==> src/hw/fwmp_consts.svh <==
/*
  named constants of the flash writer-mode command port.
  assumes a 250 MHz core clock and a byte-wide writer data bus.
*/
`ifndef FWMP_CONSTS_SVH
`define FWMP_CONSTS_SVH
// command codes on the writer data bus
`define FWMP_CMD_READ 8'h00
`define FWMP_CMD_PROG 8'h40
`define FWMP_CMD_ERASE 8'h20
`define FWMP_CMD_STAT 8'h71
// page geometry and legal page base offsets
`define FWMP_PAGE_BYTES 8'h80
`define FWMP_PAGE_LAST 8'h7f
`define FWMP_PAGE_LO_A 8'h00
`define FWMP_PAGE_LO_B 8'h80
`define FWMP_ERASED_BYTE 8'hff
// status return code bit positions
`define FWMP_ST_ABN 7
`define FWMP_ST_CMD 6
`define FWMP_ST_PRG 5
`define FWMP_ST_ERS 4
`define FWMP_ST_CNT 1
`define FWMP_ST_ADR 0
`define FWMP_CODE_RST 8'h00
// polling pair {op end, end ok}
`define FWMP_POLL_BUSY 2'h0
`define FWMP_POLL_ABN 2'h2
`define FWMP_POLL_OK 2'h3
// timing
`define FWMP_CLK_MHZ 250
`define FWMP_OSC_SETTLE_MS 10
`define FWMP_SETUP_MS 10
`define FWMP_FIFO_DEPTH 8
`endif

==> src/hw/fwmp_pkg.sv <==
/*
  types of the flash writer-mode command port.
  assumes fwmp_consts.svh supplies the command, page, status and timing constants.
*/
package fwmp_pkg;
  // writer bus as sampled by the core clock
  typedef struct packed {
    logic ce_n;
    logic oe_n;
    logic we_n;
    logic [17:0] writer_address_bus;
    logic [7:0] writer_data_bus;
  } fwmp_bus_t;
  // result of one internal program or erase pass
  typedef struct packed {
    logic done;
    logic prog_err;
    logic erase_err;
    logic count_err;
  } fwmp_arr_res_t;
  typedef enum logic [3:0] {
    ST_SETTLE = 4'h0,
    ST_SETUP = 4'h1,
    ST_IDLE = 4'h3,
    ST_PROG_DATA = 4'h2,
    ST_PROG_BUSY = 4'h6,
    ST_ERASE2 = 4'h7,
    ST_ERASE_BUSY = 4'h5,
    ST_STAT2 = 4'h4
  } fwmp_state_t;
  typedef enum logic [1:0] {
    OUT_READ = 2'h0,
    OUT_POLL = 2'h1,
    OUT_STAT = 2'h3
  } fwmp_out_t;
endpackage : fwmp_pkg

==> src/hw/fwmp_port.sv <==
/*
  writer-mode command port with its page fifo.
  assumes writer pins already synchronous to core_clk and a flash array
  that drains page bytes, then reports one done pulse per operation.
*/
`timescale 1ns/100ps
`include "fwmp_consts.svh"

module fwmp_fifo #(
  parameter int WIDTH = 8,
  parameter int DEPTH = `FWMP_FIFO_DEPTH
) (
  // clock and reset
  input wire logic core_clk,
  input wire logic reset,
  // fill side
  input wire logic in_valid,
  input wire logic [WIDTH-1:0] in_data,
  output logic in_ready,
  // drain side, data held in a flop
  output logic out_valid_q,
  output logic [WIDTH-1:0] out_data_q,
  input wire logic out_ready,
  // levels
  output logic full,
  output logic empty
);
  localparam int AW = $clog2(DEPTH);
  logic [WIDTH-1:0] mem [DEPTH];
  logic [AW-1:0] wr_q, rd_q;
  logic [AW:0] cnt_q;
  wire push = in_valid && in_ready;
  wire pop = (cnt_q != '0) && (!out_valid_q || out_ready);
  // the output flop counts as storage only once loaded
  // depth compared at counter width; a narrower cast would wrap to zero
  assign full = (cnt_q == (AW+1)'(DEPTH));
  assign in_ready = !full;
  assign empty = (cnt_q == '0) && !out_valid_q;

  always_ff @(posedge core_clk) begin
    if (push) mem[wr_q] <= in_data;
  end

  // pointers wrap at the power-of-two depth
  always_ff @(posedge core_clk or posedge reset) begin
    if (reset) begin
      wr_q <= '0;
      rd_q <= '0;
      cnt_q <= '0;
      out_valid_q <= 1'b0;
      out_data_q <= '0;
    end else begin
      if (push) wr_q <= wr_q + 1'b1;
      if (pop) rd_q <= rd_q + 1'b1;
      cnt_q <= cnt_q + (AW+1)'(push) - (AW+1)'(pop);
      if (pop) begin
        out_valid_q <= 1'b1;
        out_data_q <= mem[rd_q];
      end else if (out_ready) begin
        out_valid_q <= 1'b0;
      end
    end
  end
endmodule : fwmp_fifo

module fwmp_port #(
  parameter int OSC_CYC = `FWMP_OSC_SETTLE_MS * 1000 * `FWMP_CLK_MHZ,
  parameter int SETUP_CYC = `FWMP_SETUP_MS * 1000 * `FWMP_CLK_MHZ
) (
  // clock and reset
  input wire logic core_clk,
  input wire logic reset,
  // writer bus from the programmer
  input wire fwmp_pkg::fwmp_bus_t bus,
  output logic [7:0] data_out_q,
  output logic data_oe_q,
  // array read path
  output logic [17:0] arr_rd_addr_q,
  input wire logic [7:0] arr_rd_data,
  // array program and erase control
  output logic arr_prog_start_q,
  output logic [17:0] arr_page_addr_q,
  output logic arr_erase_start_q,
  input wire fwmp_pkg::fwmp_arr_res_t arr_res,
  // page bytes toward the array
  output logic arr_wr_valid_q,
  output logic [7:0] arr_wr_data_q,
  input wire logic arr_wr_ready,
  // port state seen by the core
  output logic busy_q
);
  fwmp_pkg::fwmp_state_t state_q, state_d;
  fwmp_pkg::fwmp_out_t out_q, out_d;
  logic [31:0] tmr_q;
  logic we_prev_q, pend_q, addr_bad_q;
  logic [7:0] pend_data_q, byte_cnt_q, code_q;
  logic [1:0] poll_q;
  logic fifo_ready;

  // bus decode; a write is taken once at the falling we edge
  wire sel_rd = !bus.ce_n && !bus.oe_n && bus.we_n;
  wire cmd_wr = !bus.ce_n && !bus.we_n && we_prev_q;
  wire [7:0] din = bus.writer_data_bus;
  wire [7:0] lo = bus.writer_address_bus[7:0];
  wire lo_ok = (lo == `FWMP_PAGE_LO_A) || (lo == `FWMP_PAGE_LO_B);
  wire busy = (state_q == fwmp_pkg::ST_PROG_BUSY)
           || (state_q == fwmp_pkg::ST_ERASE_BUSY);
  wire cmd_ok = (state_q == fwmp_pkg::ST_IDLE) && cmd_wr;
  wire page_wr = (state_q == fwmp_pkg::ST_PROG_DATA) && cmd_wr;
  wire push = pend_q && fifo_ready;
  wire page_full = (byte_cnt_q == `FWMP_PAGE_BYTES);
  wire op_end = busy && arr_res.done;
  wire bad_cmd = cmd_ok && (din != `FWMP_CMD_READ)
              && (din != `FWMP_CMD_PROG) && (din != `FWMP_CMD_ERASE)
              && (din != `FWMP_CMD_STAT);
  wire bad_2nd = cmd_wr && (((state_q == fwmp_pkg::ST_ERASE2)
              && (din != `FWMP_CMD_ERASE)) || ((state_q == fwmp_pkg::ST_STAT2)
              && (din != `FWMP_CMD_STAT)));
  wire tmr_done = (tmr_q == 32'h0);
  // a stale bad page address must not fail a later erase
  wire err_any = arr_res.prog_err || arr_res.erase_err
              || arr_res.count_err
              || (addr_bad_q && state_q == fwmp_pkg::ST_PROG_BUSY);
  // code a new operation may clear; a status read never does
  wire code_clr = cmd_ok && ((din == `FWMP_CMD_READ)
               || (din == `FWMP_CMD_PROG) || (din == `FWMP_CMD_ERASE));

  // next state and output mode
  always_comb begin
    state_d = state_q;
    out_d = out_q;
    case (state_q)
      fwmp_pkg::ST_SETTLE: if (tmr_done) state_d = fwmp_pkg::ST_SETUP;
      fwmp_pkg::ST_SETUP: if (tmr_done) begin
        state_d = fwmp_pkg::ST_IDLE;
        out_d = fwmp_pkg::OUT_READ;
      end
      fwmp_pkg::ST_IDLE: if (cmd_ok) begin
        case (din)
          `FWMP_CMD_READ: out_d = fwmp_pkg::OUT_READ;
          `FWMP_CMD_PROG: state_d = fwmp_pkg::ST_PROG_DATA;
          `FWMP_CMD_ERASE: state_d = fwmp_pkg::ST_ERASE2;
          `FWMP_CMD_STAT: state_d = fwmp_pkg::ST_STAT2;
          default: state_d = fwmp_pkg::ST_IDLE;
        endcase
      end
      fwmp_pkg::ST_PROG_DATA: if (page_full) begin
        state_d = fwmp_pkg::ST_PROG_BUSY;
        out_d = fwmp_pkg::OUT_POLL;
      end
      fwmp_pkg::ST_ERASE2: if (cmd_wr) begin
        state_d = bad_2nd ? fwmp_pkg::ST_IDLE : fwmp_pkg::ST_ERASE_BUSY;
        if (!bad_2nd) out_d = fwmp_pkg::OUT_POLL;
      end
      fwmp_pkg::ST_STAT2: if (cmd_wr) begin
        state_d = fwmp_pkg::ST_IDLE;
        if (!bad_2nd) out_d = fwmp_pkg::OUT_STAT;
      end
      fwmp_pkg::ST_PROG_BUSY,
      fwmp_pkg::ST_ERASE_BUSY: if (op_end) state_d = fwmp_pkg::ST_IDLE;
      default: state_d = fwmp_pkg::ST_SETTLE;
    endcase
  end

  // sequencer and power-up timers
  always_ff @(posedge core_clk or posedge reset) begin
    if (reset) begin
      state_q <= fwmp_pkg::ST_SETTLE;
      out_q <= fwmp_pkg::OUT_READ;
      tmr_q <= 32'(OSC_CYC);
      we_prev_q <= 1'b1;
      busy_q <= 1'b0;
    end else begin
      state_q <= state_d;
      out_q <= out_d;
      we_prev_q <= bus.we_n;
      busy_q <= busy;
      if (state_q == fwmp_pkg::ST_SETTLE && tmr_done) tmr_q <= 32'(SETUP_CYC);
      else if (!tmr_done) tmr_q <= tmr_q - 32'h1;
    end
  end

  // page capture; a stalled fifo holds the byte in the pending flop
  always_ff @(posedge core_clk or posedge reset) begin
    if (reset) begin
      pend_q <= 1'b0;
      pend_data_q <= 8'h00;
      byte_cnt_q <= 8'h00;
      addr_bad_q <= 1'b0;
      arr_page_addr_q <= 18'h00000;
      arr_prog_start_q <= 1'b0;
      arr_erase_start_q <= 1'b0;
    end else begin
      pend_q <= page_wr || (pend_q && !push);
      if (page_wr) pend_data_q <= din;
      if (cmd_ok) byte_cnt_q <= 8'h00;
      else if (push) byte_cnt_q <= byte_cnt_q + 8'h01;
      // address only taken with the first page byte
      if (page_wr && byte_cnt_q == 8'h00 && !pend_q) begin
        arr_page_addr_q <= bus.writer_address_bus;
        addr_bad_q <= !lo_ok;
      end
      arr_prog_start_q <= (state_q == fwmp_pkg::ST_PROG_DATA) && page_full;
      arr_erase_start_q <= (state_q == fwmp_pkg::ST_ERASE2)
                        && cmd_wr && !bad_2nd;
    end
  end

  // return code and polling pair
  always_ff @(posedge core_clk or posedge reset) begin
    if (reset) begin
      code_q <= `FWMP_CODE_RST;
      poll_q <= `FWMP_POLL_BUSY;
    end else begin
      if (op_end) begin
        code_q[`FWMP_ST_ABN] <= err_any;
        code_q[`FWMP_ST_PRG] <= arr_res.prog_err;
        code_q[`FWMP_ST_ERS] <= arr_res.erase_err;
        code_q[`FWMP_ST_CNT] <= arr_res.count_err;
        code_q[`FWMP_ST_ADR] <= addr_bad_q && (state_q == fwmp_pkg::ST_PROG_BUSY);
        poll_q <= err_any ? `FWMP_POLL_ABN : `FWMP_POLL_OK;
      end else if (bad_cmd || bad_2nd) begin
        code_q[`FWMP_ST_ABN] <= 1'b1;
        code_q[`FWMP_ST_CMD] <= 1'b1;
      end else if (code_clr) begin
        code_q <= `FWMP_CODE_RST;
      end
      if (cmd_ok && (din == `FWMP_CMD_PROG || din == `FWMP_CMD_ERASE))
        poll_q <= `FWMP_POLL_BUSY;
    end
  end

  // read path; data bus released unless a read is selected after settle and setup
  always_ff @(posedge core_clk or posedge reset) begin
    if (reset) begin
      data_oe_q <= 1'b0;
      data_out_q <= 8'h00;
      arr_rd_addr_q <= 18'h00000;
    end else begin
      data_oe_q <= sel_rd && !(state_q == fwmp_pkg::ST_SETTLE
                || state_q == fwmp_pkg::ST_SETUP);
      arr_rd_addr_q <= bus.writer_address_bus;
      case (out_q)
        fwmp_pkg::OUT_POLL: data_out_q <= {poll_q, 6'h00};
        fwmp_pkg::OUT_STAT: data_out_q <= code_q;
        default: data_out_q <= arr_rd_data;
      endcase
    end
  end

  fwmp_fifo #(.WIDTH(8), .DEPTH(`FWMP_FIFO_DEPTH)) u_fifo (
    .core_clk(core_clk),
    .reset(reset),
    .in_valid(pend_q),
    .in_data(pend_data_q),
    .in_ready(fifo_ready),
    .out_valid_q(arr_wr_valid_q),
    .out_data_q(arr_wr_data_q),
    .out_ready(arr_wr_ready),
    .full(),
    .empty()
  );

  // checks
  a_settle_ignore: assert property (@(posedge core_clk) disable iff (reset)
    (state_q == fwmp_pkg::ST_SETTLE && !tmr_done) |=>
      state_q == fwmp_pkg::ST_SETTLE) else $error("left settle early");
  a_setup_exit: assert property (@(posedge core_clk) disable iff (reset)
    (state_q == fwmp_pkg::ST_SETUP && tmr_done) |=>
      state_q == fwmp_pkg::ST_IDLE && out_q == fwmp_pkg::OUT_READ)
    else $error("no read mode after setup");
  a_page_start: assert property (@(posedge core_clk) disable iff (reset)
    arr_prog_start_q |-> $past(byte_cnt_q) == `FWMP_PAGE_BYTES
      && state_q == fwmp_pkg::ST_PROG_BUSY)
    else $error("program began before full page");
  a_bad_addr: assert property (@(posedge core_clk) disable iff (reset)
    (state_q == fwmp_pkg::ST_PROG_BUSY && op_end && addr_bad_q) |=>
      code_q[0] && code_q[7] && poll_q == 2'h2)
    else $error("bad page address not flagged");
  a_poll_busy: assert property (@(posedge core_clk) disable iff (reset)
    (busy && out_q == fwmp_pkg::OUT_POLL && sel_rd) |=> data_out_q == 8'h00)
    else $error("busy poll not zero");
  a_poll_hold: assert property (@(posedge core_clk) disable iff (reset)
    (!busy && !cmd_wr) |=> $stable(poll_q))
    else $error("poll flags moved without command");
  a_code_hold: assert property (@(posedge core_clk) disable iff (reset)
    (!cmd_wr && !op_end) |=> $stable(code_q))
    else $error("return code moved");
  a_erase_whole: assert property (@(posedge core_clk) disable iff (reset)
    arr_erase_start_q |-> $past(state_q) == fwmp_pkg::ST_ERASE2)
    else $error("erase without second cycle");
  a_stat_out: assert property (@(posedge core_clk) disable iff (reset)
    (out_q == fwmp_pkg::OUT_STAT && sel_rd && !cmd_wr) |=>
      data_oe_q && data_out_q == $past(code_q))
    else $error("status code not driven");
  c_prog_done: cover property (@(posedge core_clk) disable iff (reset)
    state_q == fwmp_pkg::ST_PROG_BUSY && op_end);
  c_erase_done: cover property (@(posedge core_clk) disable iff (reset)
    state_q == fwmp_pkg::ST_ERASE_BUSY && op_end);
  c_stat_read: cover property (@(posedge core_clk) disable iff (reset)
    out_q == fwmp_pkg::OUT_STAT && sel_rd);
endmodule : fwmp_port

==> config.mk <==
export PLATFORM = sky130hd
export DESIGN_NAME = fwmp_port
export DESIGN_NICKNAME = d
export VERILOG_FILES = /design/src/hw/fwmp_pkg.sv /design/src/hw/fwmp_port.sv
export VERILOG_INCLUDE_DIRS = /design/src /design/src/hw
export SDC_FILE = /design/constraint.sdc
export NUM_CORES = 1
export LEC_CHECK = 0
export BUFFER_PORTS_ARGS = -buffer_cell sky130_fd_sc_hd__buf_2
export CAP_MARGIN = 20
export CORE_MARGIN = 2
export CORE_UTILIZATION = 62
export DETAILED_ROUTE_END_ITERATION = 10
export PLACE_DENSITY = 0.95
export SLEW_MARGIN = 40
export SYNTH_ARGS = -nofsm -noshare
export SYNTH_HDL_FRONTEND = slang
export SYNTH_HIERARCHICAL = 1
export SYNTH_SLANG_ARGS = --single-unit
==> constraint.sdc <==
create_clock -name core_clk -period 5.3 [get_ports core_clk]
set_input_delay 0.53 -clock core_clk [delete_from_list [all_inputs] [get_ports core_clk]]
set_output_delay 0.53 -clock core_clk [all_outputs]
set_load 0.05 [all_outputs]
==> results_dict.tcl, run 1 <==
set metrics [dict create \
    detail-route-antenna-nets 0 \
    totalPowerFinal_mw 5.01 \
    r2r-start "u_fifo/cnt_q[2]$_DFF_PP0_" \
    critical_path.reg2reg.endpoint "u_fifo/cnt_q[1]$_DFF_PP0_" \
    die_width_um 120 \
    drt_pre_antenna_iters 5 \
    synthesis.area_per_instance_um2 13.2 \
    synth_warnings 6 \
    layout.filler_cells 798 \
    initial_core_util 0.632 \
    outcome "completed" \
    clock_tree.root_cell "clkbuf_16" \
    gr-usage-all-layers 0.251 \
    worst_setup_path_startpoint "u_fifo/cnt_q[2]$_DFF_PP0_" \
    gr-usage-met2 0.412 \
    avgViaCountPerCell 6.04 \
    grtUsageMet1 0.309 \
    finalHoldWorstSlack_ns 0.158 \
    die_y_um 120 \
    grt_setup_unrepaired "false" \
    timing.setup.critical_path_class "reg2reg" \
    cts.repair_timing.setup_buffer_count 0 \
    p_sw_frac 0.362 \
    power.density_cell_area_nw_per_um2 524 \
    detailedPlace.worstSlack_ns 2.33 \
    required_ns 5.62 \
    drt_drc_violations_left 0 \
    detailed_place_hpwl_um 11900 \
    p_comb_frac 0.301 \
    ioPinCount 101 \
    coreArea_um2 13200 \
    final_setup_slack_of_the_worst_path_ns 2.28 \
    switching_power_mw 1.81 \
    crit_path_max_fanout 11 \
    stdcell_area_um2 9550 \
    rr_worst_depth 11 \
    slew_violations 0 \
    cts_buffer_depth 2 \
    first_global_vias 5697 \
    grt_start_max_net_pins 68 \
    critPathMaxStageDelay_ns 0.60 \
    start_kind "flip-flop" \
    cts.repair.resized 0 \
    number_of_antenna_violations_at_the_first_check_in_global_routing 0 \
    core.rowCount 42 \
    post_synth_inst_count 634 \
    clock_pin_slew_on_the_worst_setup_and_hold_paths_ns 0.06 \
    internal_power_mw 3.19 \
    worst_path_most_repeated_cell "inv_1" \
    setup_viol_count_final 0 \
    syn2layout_area_growth_pct 14.6 \
    drt_first_iter_violations 499 \
    maxCapViolCount 0 \
    fin_util 0.724 \
    n_antenna_cell 0 \
    drive_above_1_share 0.291 \
    synth.net_count 690 \
    hold_violations 0 \
    worst_skew_pair.late_latency_ns 0.43 \
    met3_usage 0.0699 \
    htree_num_levels 4 \
    hp-class "in2async" \
    finalWeightedCongestion 0.848 \
    wire_length_of_the_first_global_routing_pass_um 27800 \
    cts_num_sinks 195 \
    worst_setup_path_end_kind "flip-flop" \
    power_frac_clock 0.255 \
    netlist_area_um2 8340 \
    finish.net_count 786 \
    grt_overflow 0 \
    cts_inserted_buffers 17 \
    post-place-cells 887 \
    slowest_stage_cell_crit_path "or2_1" \
    postPlaceCellArea_um2 8950 \
    full_die_area_um2 14400 \
    worst_slew_pin_slew_ns 0.892 \
    timing.slew.headroom 0.403 \
    via_count 5548 \
    final.period_utilization 0.570 \
    setup_total_neg_slack_ns 0 \
    route.final.wire_length_um 17200 \
    crit_arrival_ns 3.34 \
    vdd_ir_drop_max_mv 0.371 \
    finClkSkew_ns 0.00789 \
    post_drt_wl_per_cell_um 18.7 \
    fmaxAchievable_ghz 0.331 \
    tritoncts "built" \
    global_route.peak_usage_layer "met2" \
    cts_hold_buffers 0 \
    regToRegSetupSlack_ns 2.28 \
    p_seq_frac 0.445 \
    finalWorstPathRequiredPeriod_ns 3.02 \
    port_buffers 100 \
    critical_path_cell_list "inv_1 -> ha_1 -> nor3b_2 -> or2_1 -> inv_6 -> ha_1 -> inv_1 -> ha_1 -> inv_1 -> fa_1 -> inv_1" \
    total_leakage_power_nw 4.10 \
    instances_no_fill 919 \
]
[per-layer routing]
layer | up-vias | wire, µm
met3 | 42 | 1190
met1 | 2774 | 6820
li1 | 2482 | -
met5 | - | 0
met4 | 0 | 458
met2 | 250 | 8720
[sequential cells by signal, indices dropped and copies added (netlist names), 2 cells and up]
name               count
state_q                3
u_fifo/rd_q            3
arr_page_addr_q       18
u_fifo/wr_q            3
u_fifo/cnt_q           4
code_q                 6
u_fifo/out_data_q      8
byte_cnt_q             8
arr_rd_addr_q         18
out_q                  2
poll_q                 2
tmr_q                 32
data_out_q             8
pend_data_q            8
u_fifo/mem            64
[worst max-delay path by stage]
stage	endpoint	cells past startpoint
6_report	u_fifo/cnt_q[1]$_DFF_PP0_	11
5_1_grt	u_fifo/cnt_q[1]$_DFF_PP0_	11
4_1_cts	u_fifo/cnt_q[1]$_DFF_PP0_	11
3_5_place_dp	arr_page_addr_q[17]$_DFFE_PP0P_	6
3_3_place_gp	out_q[1]$_DFFE_PP0P_	5
2_1_floorplan	addr_bad_q$_DFFE_PP0P_	1
[area by class of cell]
| cell class | count | area (µm²) | share of cell area |
|---|---|---|---|
| sequential | 195 | 5210 | 0.546 |
| multi-input combinational | 386 | 2890 | 0.302 |
| timing repair buffer | 105 | 538 | 0.0563 |
| clock buffer | 24 | 493 | 0.0516 |
| tap | 176 | 220 | 0.0231 |
| inverter | 25 | 104 | 0.0109 |
| clock inverter | 8 | 101 | 0.0106 |
[cells in the final DEF, fill, tap and decap left out, types with 4 or more instances in the layout]
master,count
nor2_1,42
edfxtp_1,64
o211ai_1,5
nand4_1,4
a22o_1,8
xnor2_1,21
nor2b_1,4
ha_1,11
o21ai_0,25
nand2_1,29
clkbuf_1,4
nand3_1,20
clkbuf_16,18
nand3b_1,5
or3_1,9
mux2i_1,20
and3_1,4
inv_1,22
dfrtp_1,122
or4_1,4
o22ai_1,8
a21oi_1,14
nor4_1,10
dfstp_2,9
o31ai_2,10
buf_2,100
mux2_2,44
xor2_1,16
nor3_1,11
nand2b_1,7
buf_4,5
[power groups by stage]
stage               Sequential (mW)  Clock, mW  Combinational (mW)
finish                         2.23       1.28                1.51
global route                   2.27       1.36                1.60
CTS                            2.22       1.29                1.50
detailed placement             2.24          0                1.48
global placement               2.20          0                1.41
floorplan                      2.55          0               0.804
[critical path: cells and delay by family (launching register included)]
kind | cells | cell delay (ns)
flip-flops | 1 | 0.36
buffers and inverters | 5 | 0.32
AND/OR/NAND/NOR | 2 | 1.12
adder cells (fa/ha/maj) | 4 | 1.10
Power figures use the tool's default switching activity.
==> run 2: changes to the inputs <==
- CORE_UTILIZATION: 62 -> 52
- PLACE_DENSITY: 0.95 -> 0.86
- clock period: 5.3 -> 2.45 ns (I/O delays scaled with it)
==> results_dict.tcl, run 2 (same netlist as run 1, synthesis figures left out) <==
set metrics [dict create \
    outcome "finished, violations left" \
    violations "negative setup slack" \
    htree_num_levels 4 \
    crit_path_max_fanout 5 \
    post-place-cells 958 \
    grt_start_max_net_pins 108 \
    worst_skew_pair.late_latency_ns 0.43 \
    route.final.wire_length_um 17700 \
    power.density_cell_area_nw_per_um2 1070 \
    die_width_um 131 \
    die_y_um 131 \
    vdd_ir_drop_max_mv 1.11 \
    layout.filler_cells 1145 \
    ioPinCount 101 \
    crit_arrival_ns 2.79 \
    top_library_cells_by_usage_in_the_layout_fill_and_taps_aside "122 x dfrtp_1, 100 x buf_2, 64 x edfxtp_1" \
    setup_viol_count_final 2 \
    grt_setup_unrepaired "true" \
    full_die_area_um2 17100 \
    cts_inserted_buffers 17 \
    port_buffers 100 \
    timing.setup.critical_path_class "reg2reg" \
    wire_length_of_the_first_global_routing_pass_um 28100 \
    finalHoldWorstSlack_ns 0.0336 \
    hold_violations 0 \
    final.period_utilization 1.00 \
    via_count 5531 \
    finalWorstPathRequiredPeriod_ns 2.46 \
    core.rowCount 46 \
    syn2layout_area_growth_pct 22.0 \
    total_leakage_power_nw 4.39 \
    required_ns 2.78 \
    worst_setup_path_end_kind "flip-flop" \
    tritoncts "built" \
    first_global_vias 5738 \
    drt_pre_antenna_iters 4 \
    post_drt_wl_per_cell_um 17.4 \
    finClkSkew_ns 0.00831 \
    clock_pin_slew_on_the_worst_setup_and_hold_paths_ns 0.07 \
    finalWeightedCongestion 0.848 \
    top_register "u_fifo/mem" \
    multiInputGateArea_um2 2920 \
    mostFrequentLayoutCell "dfrtp_1" \
    initial_core_util 0.529 \
    gr-usage-all-layers 0.213 \
    slew_violations 0 \
    reg_top3 "u_fifo/mem x64, tmr_q x32" \
    n_antenna_cell 0 \
    maxCapViolCount 0 \
    hp-class "in2reg" \
    worst_slew_pin_slew_ns 0.800 \
    number_of_antenna_violations_at_the_first_check_in_global_routing 0 \
    final_setup_slack_of_the_worst_path_ns -0.00939 \
    detail-route-antenna-nets 0 \
    instances_no_fill 1017 \
    cts_buffer_depth 2 \
    start_kind "flip-flop" \
    drt_drc_violations_left 0 \
    totalPowerFinal_mw 10.9 \
    fmaxAchievable_ghz 0.407 \
    largest_register_ff_count 64 \
    coreArea_um2 15800 \
    cts_num_sinks 195 \
    clock_tree.root_cell "clkbuf_16" \
    timing.slew.headroom 0.464 \
    finish.net_count 844 \
    sequential_cell_area_um2 5210 \
    grt_overflow 0 \
    drive_above_1_share 0.328 \
    avgViaCountPerCell 5.44 \
    detailed_place_hpwl_um 11400 \
    drt_first_iter_violations 398 \
]
==> run 2: critical path, stage by stage, from the launching register on <==
cell and delay (ns):
dfrtp_1 0.38, or4_4 0.53, or4_4 0.48, buf_6 0.16, a2111oi_4 0.40, buf_4 0.20, nand2b_1 0.06, xnor2_1 0.12
==> run 2: what timing repair did <==
item | CTS | global route
cloned | 0 | 2
gates resized for setup | 2 | 13
setup buffers | 0 | 3
setup endpoints to repair | 20 | 30
hold endpoints to repair | 25 | 0
hold buffers | 22 | 0
pin swaps | 0 | 3
==> run 2: stage by stage <==
| step | utilization | instance area [µm²] | TNS [ns] | worst slack, ns |
|---|---|---|---|---|
| 2_1_floorplan | - | 8340 | -0.379 | -0.0244 |
| 3_3_place_gp | 0.587 | 9250 | 0 | 0.0142 |
| 3_5_place_dp | 0.587 | 9260 | -0.101 | -0.0207 |
| 4_1_cts | 0.640 | 10100 | 0 | 0.00686 |
| 5_1_grt | 0.645 | 10200 | -0.338 | -0.0681 |
| 6_report | 0.645 | 10200 | -0.0184 | -0.00939 |
==> run 2: where the power goes <==
part	internal, mW	switching (mW)
registers	4.15	0.606
logic	1.23	2.13
clock network	1.45	1.33
==> run 2: final cells by class <==
type / count / share of cell area
inverters: 25 / 0.0101
well taps: 216 / 0.0266
clock inverters: 13 / 0.0134
flip-flops and latches: 195 / 0.512
clock buffers: 19 / 0.0456
multi-input cells: 386 / 0.287
repair buffers: 163 / 0.105
==> run 2: final timing paths <==
kind | start | to | slack, ns | cells past startpoint
setup / recovery | tmr_q[9]$_DFFE_PP0P_ | tmr_q[20]$_DFFE_PP0P_ | -0.009 | 7
hold / removal | arr_rd_data[3] | data_out_q[3]$_DFF_PP0_ | 0.03 | 2
setup reg to reg | tmr_q[9]$_DFFE_PP0P_ | tmr_q[20]$_DFFE_PP0P_ | -0.009 | 7
hold reg to reg | tmr_q[22]$_DFFE_PP0P_ | tmr_q[22]$_DFFE_PP0P_ | 0.47 | 1
max in group asynchronous | reset | we_prev_q$_DFF_PP1_ | 1.40 | 4
min in group asynchronous | reset | pend_data_q[1]$_DFFE_PP0P_ | 0.28 | 3
==> run 2: layer usage <==
layer,GRT usage,vias to the layer above,part of all wire
met5,0,-,0
met4,0.0688,0,0.018
met3,0.0529,25,0.046
met2,0.369,151,0.52
met1,0.265,2744,0.42
li1,-,2611,-
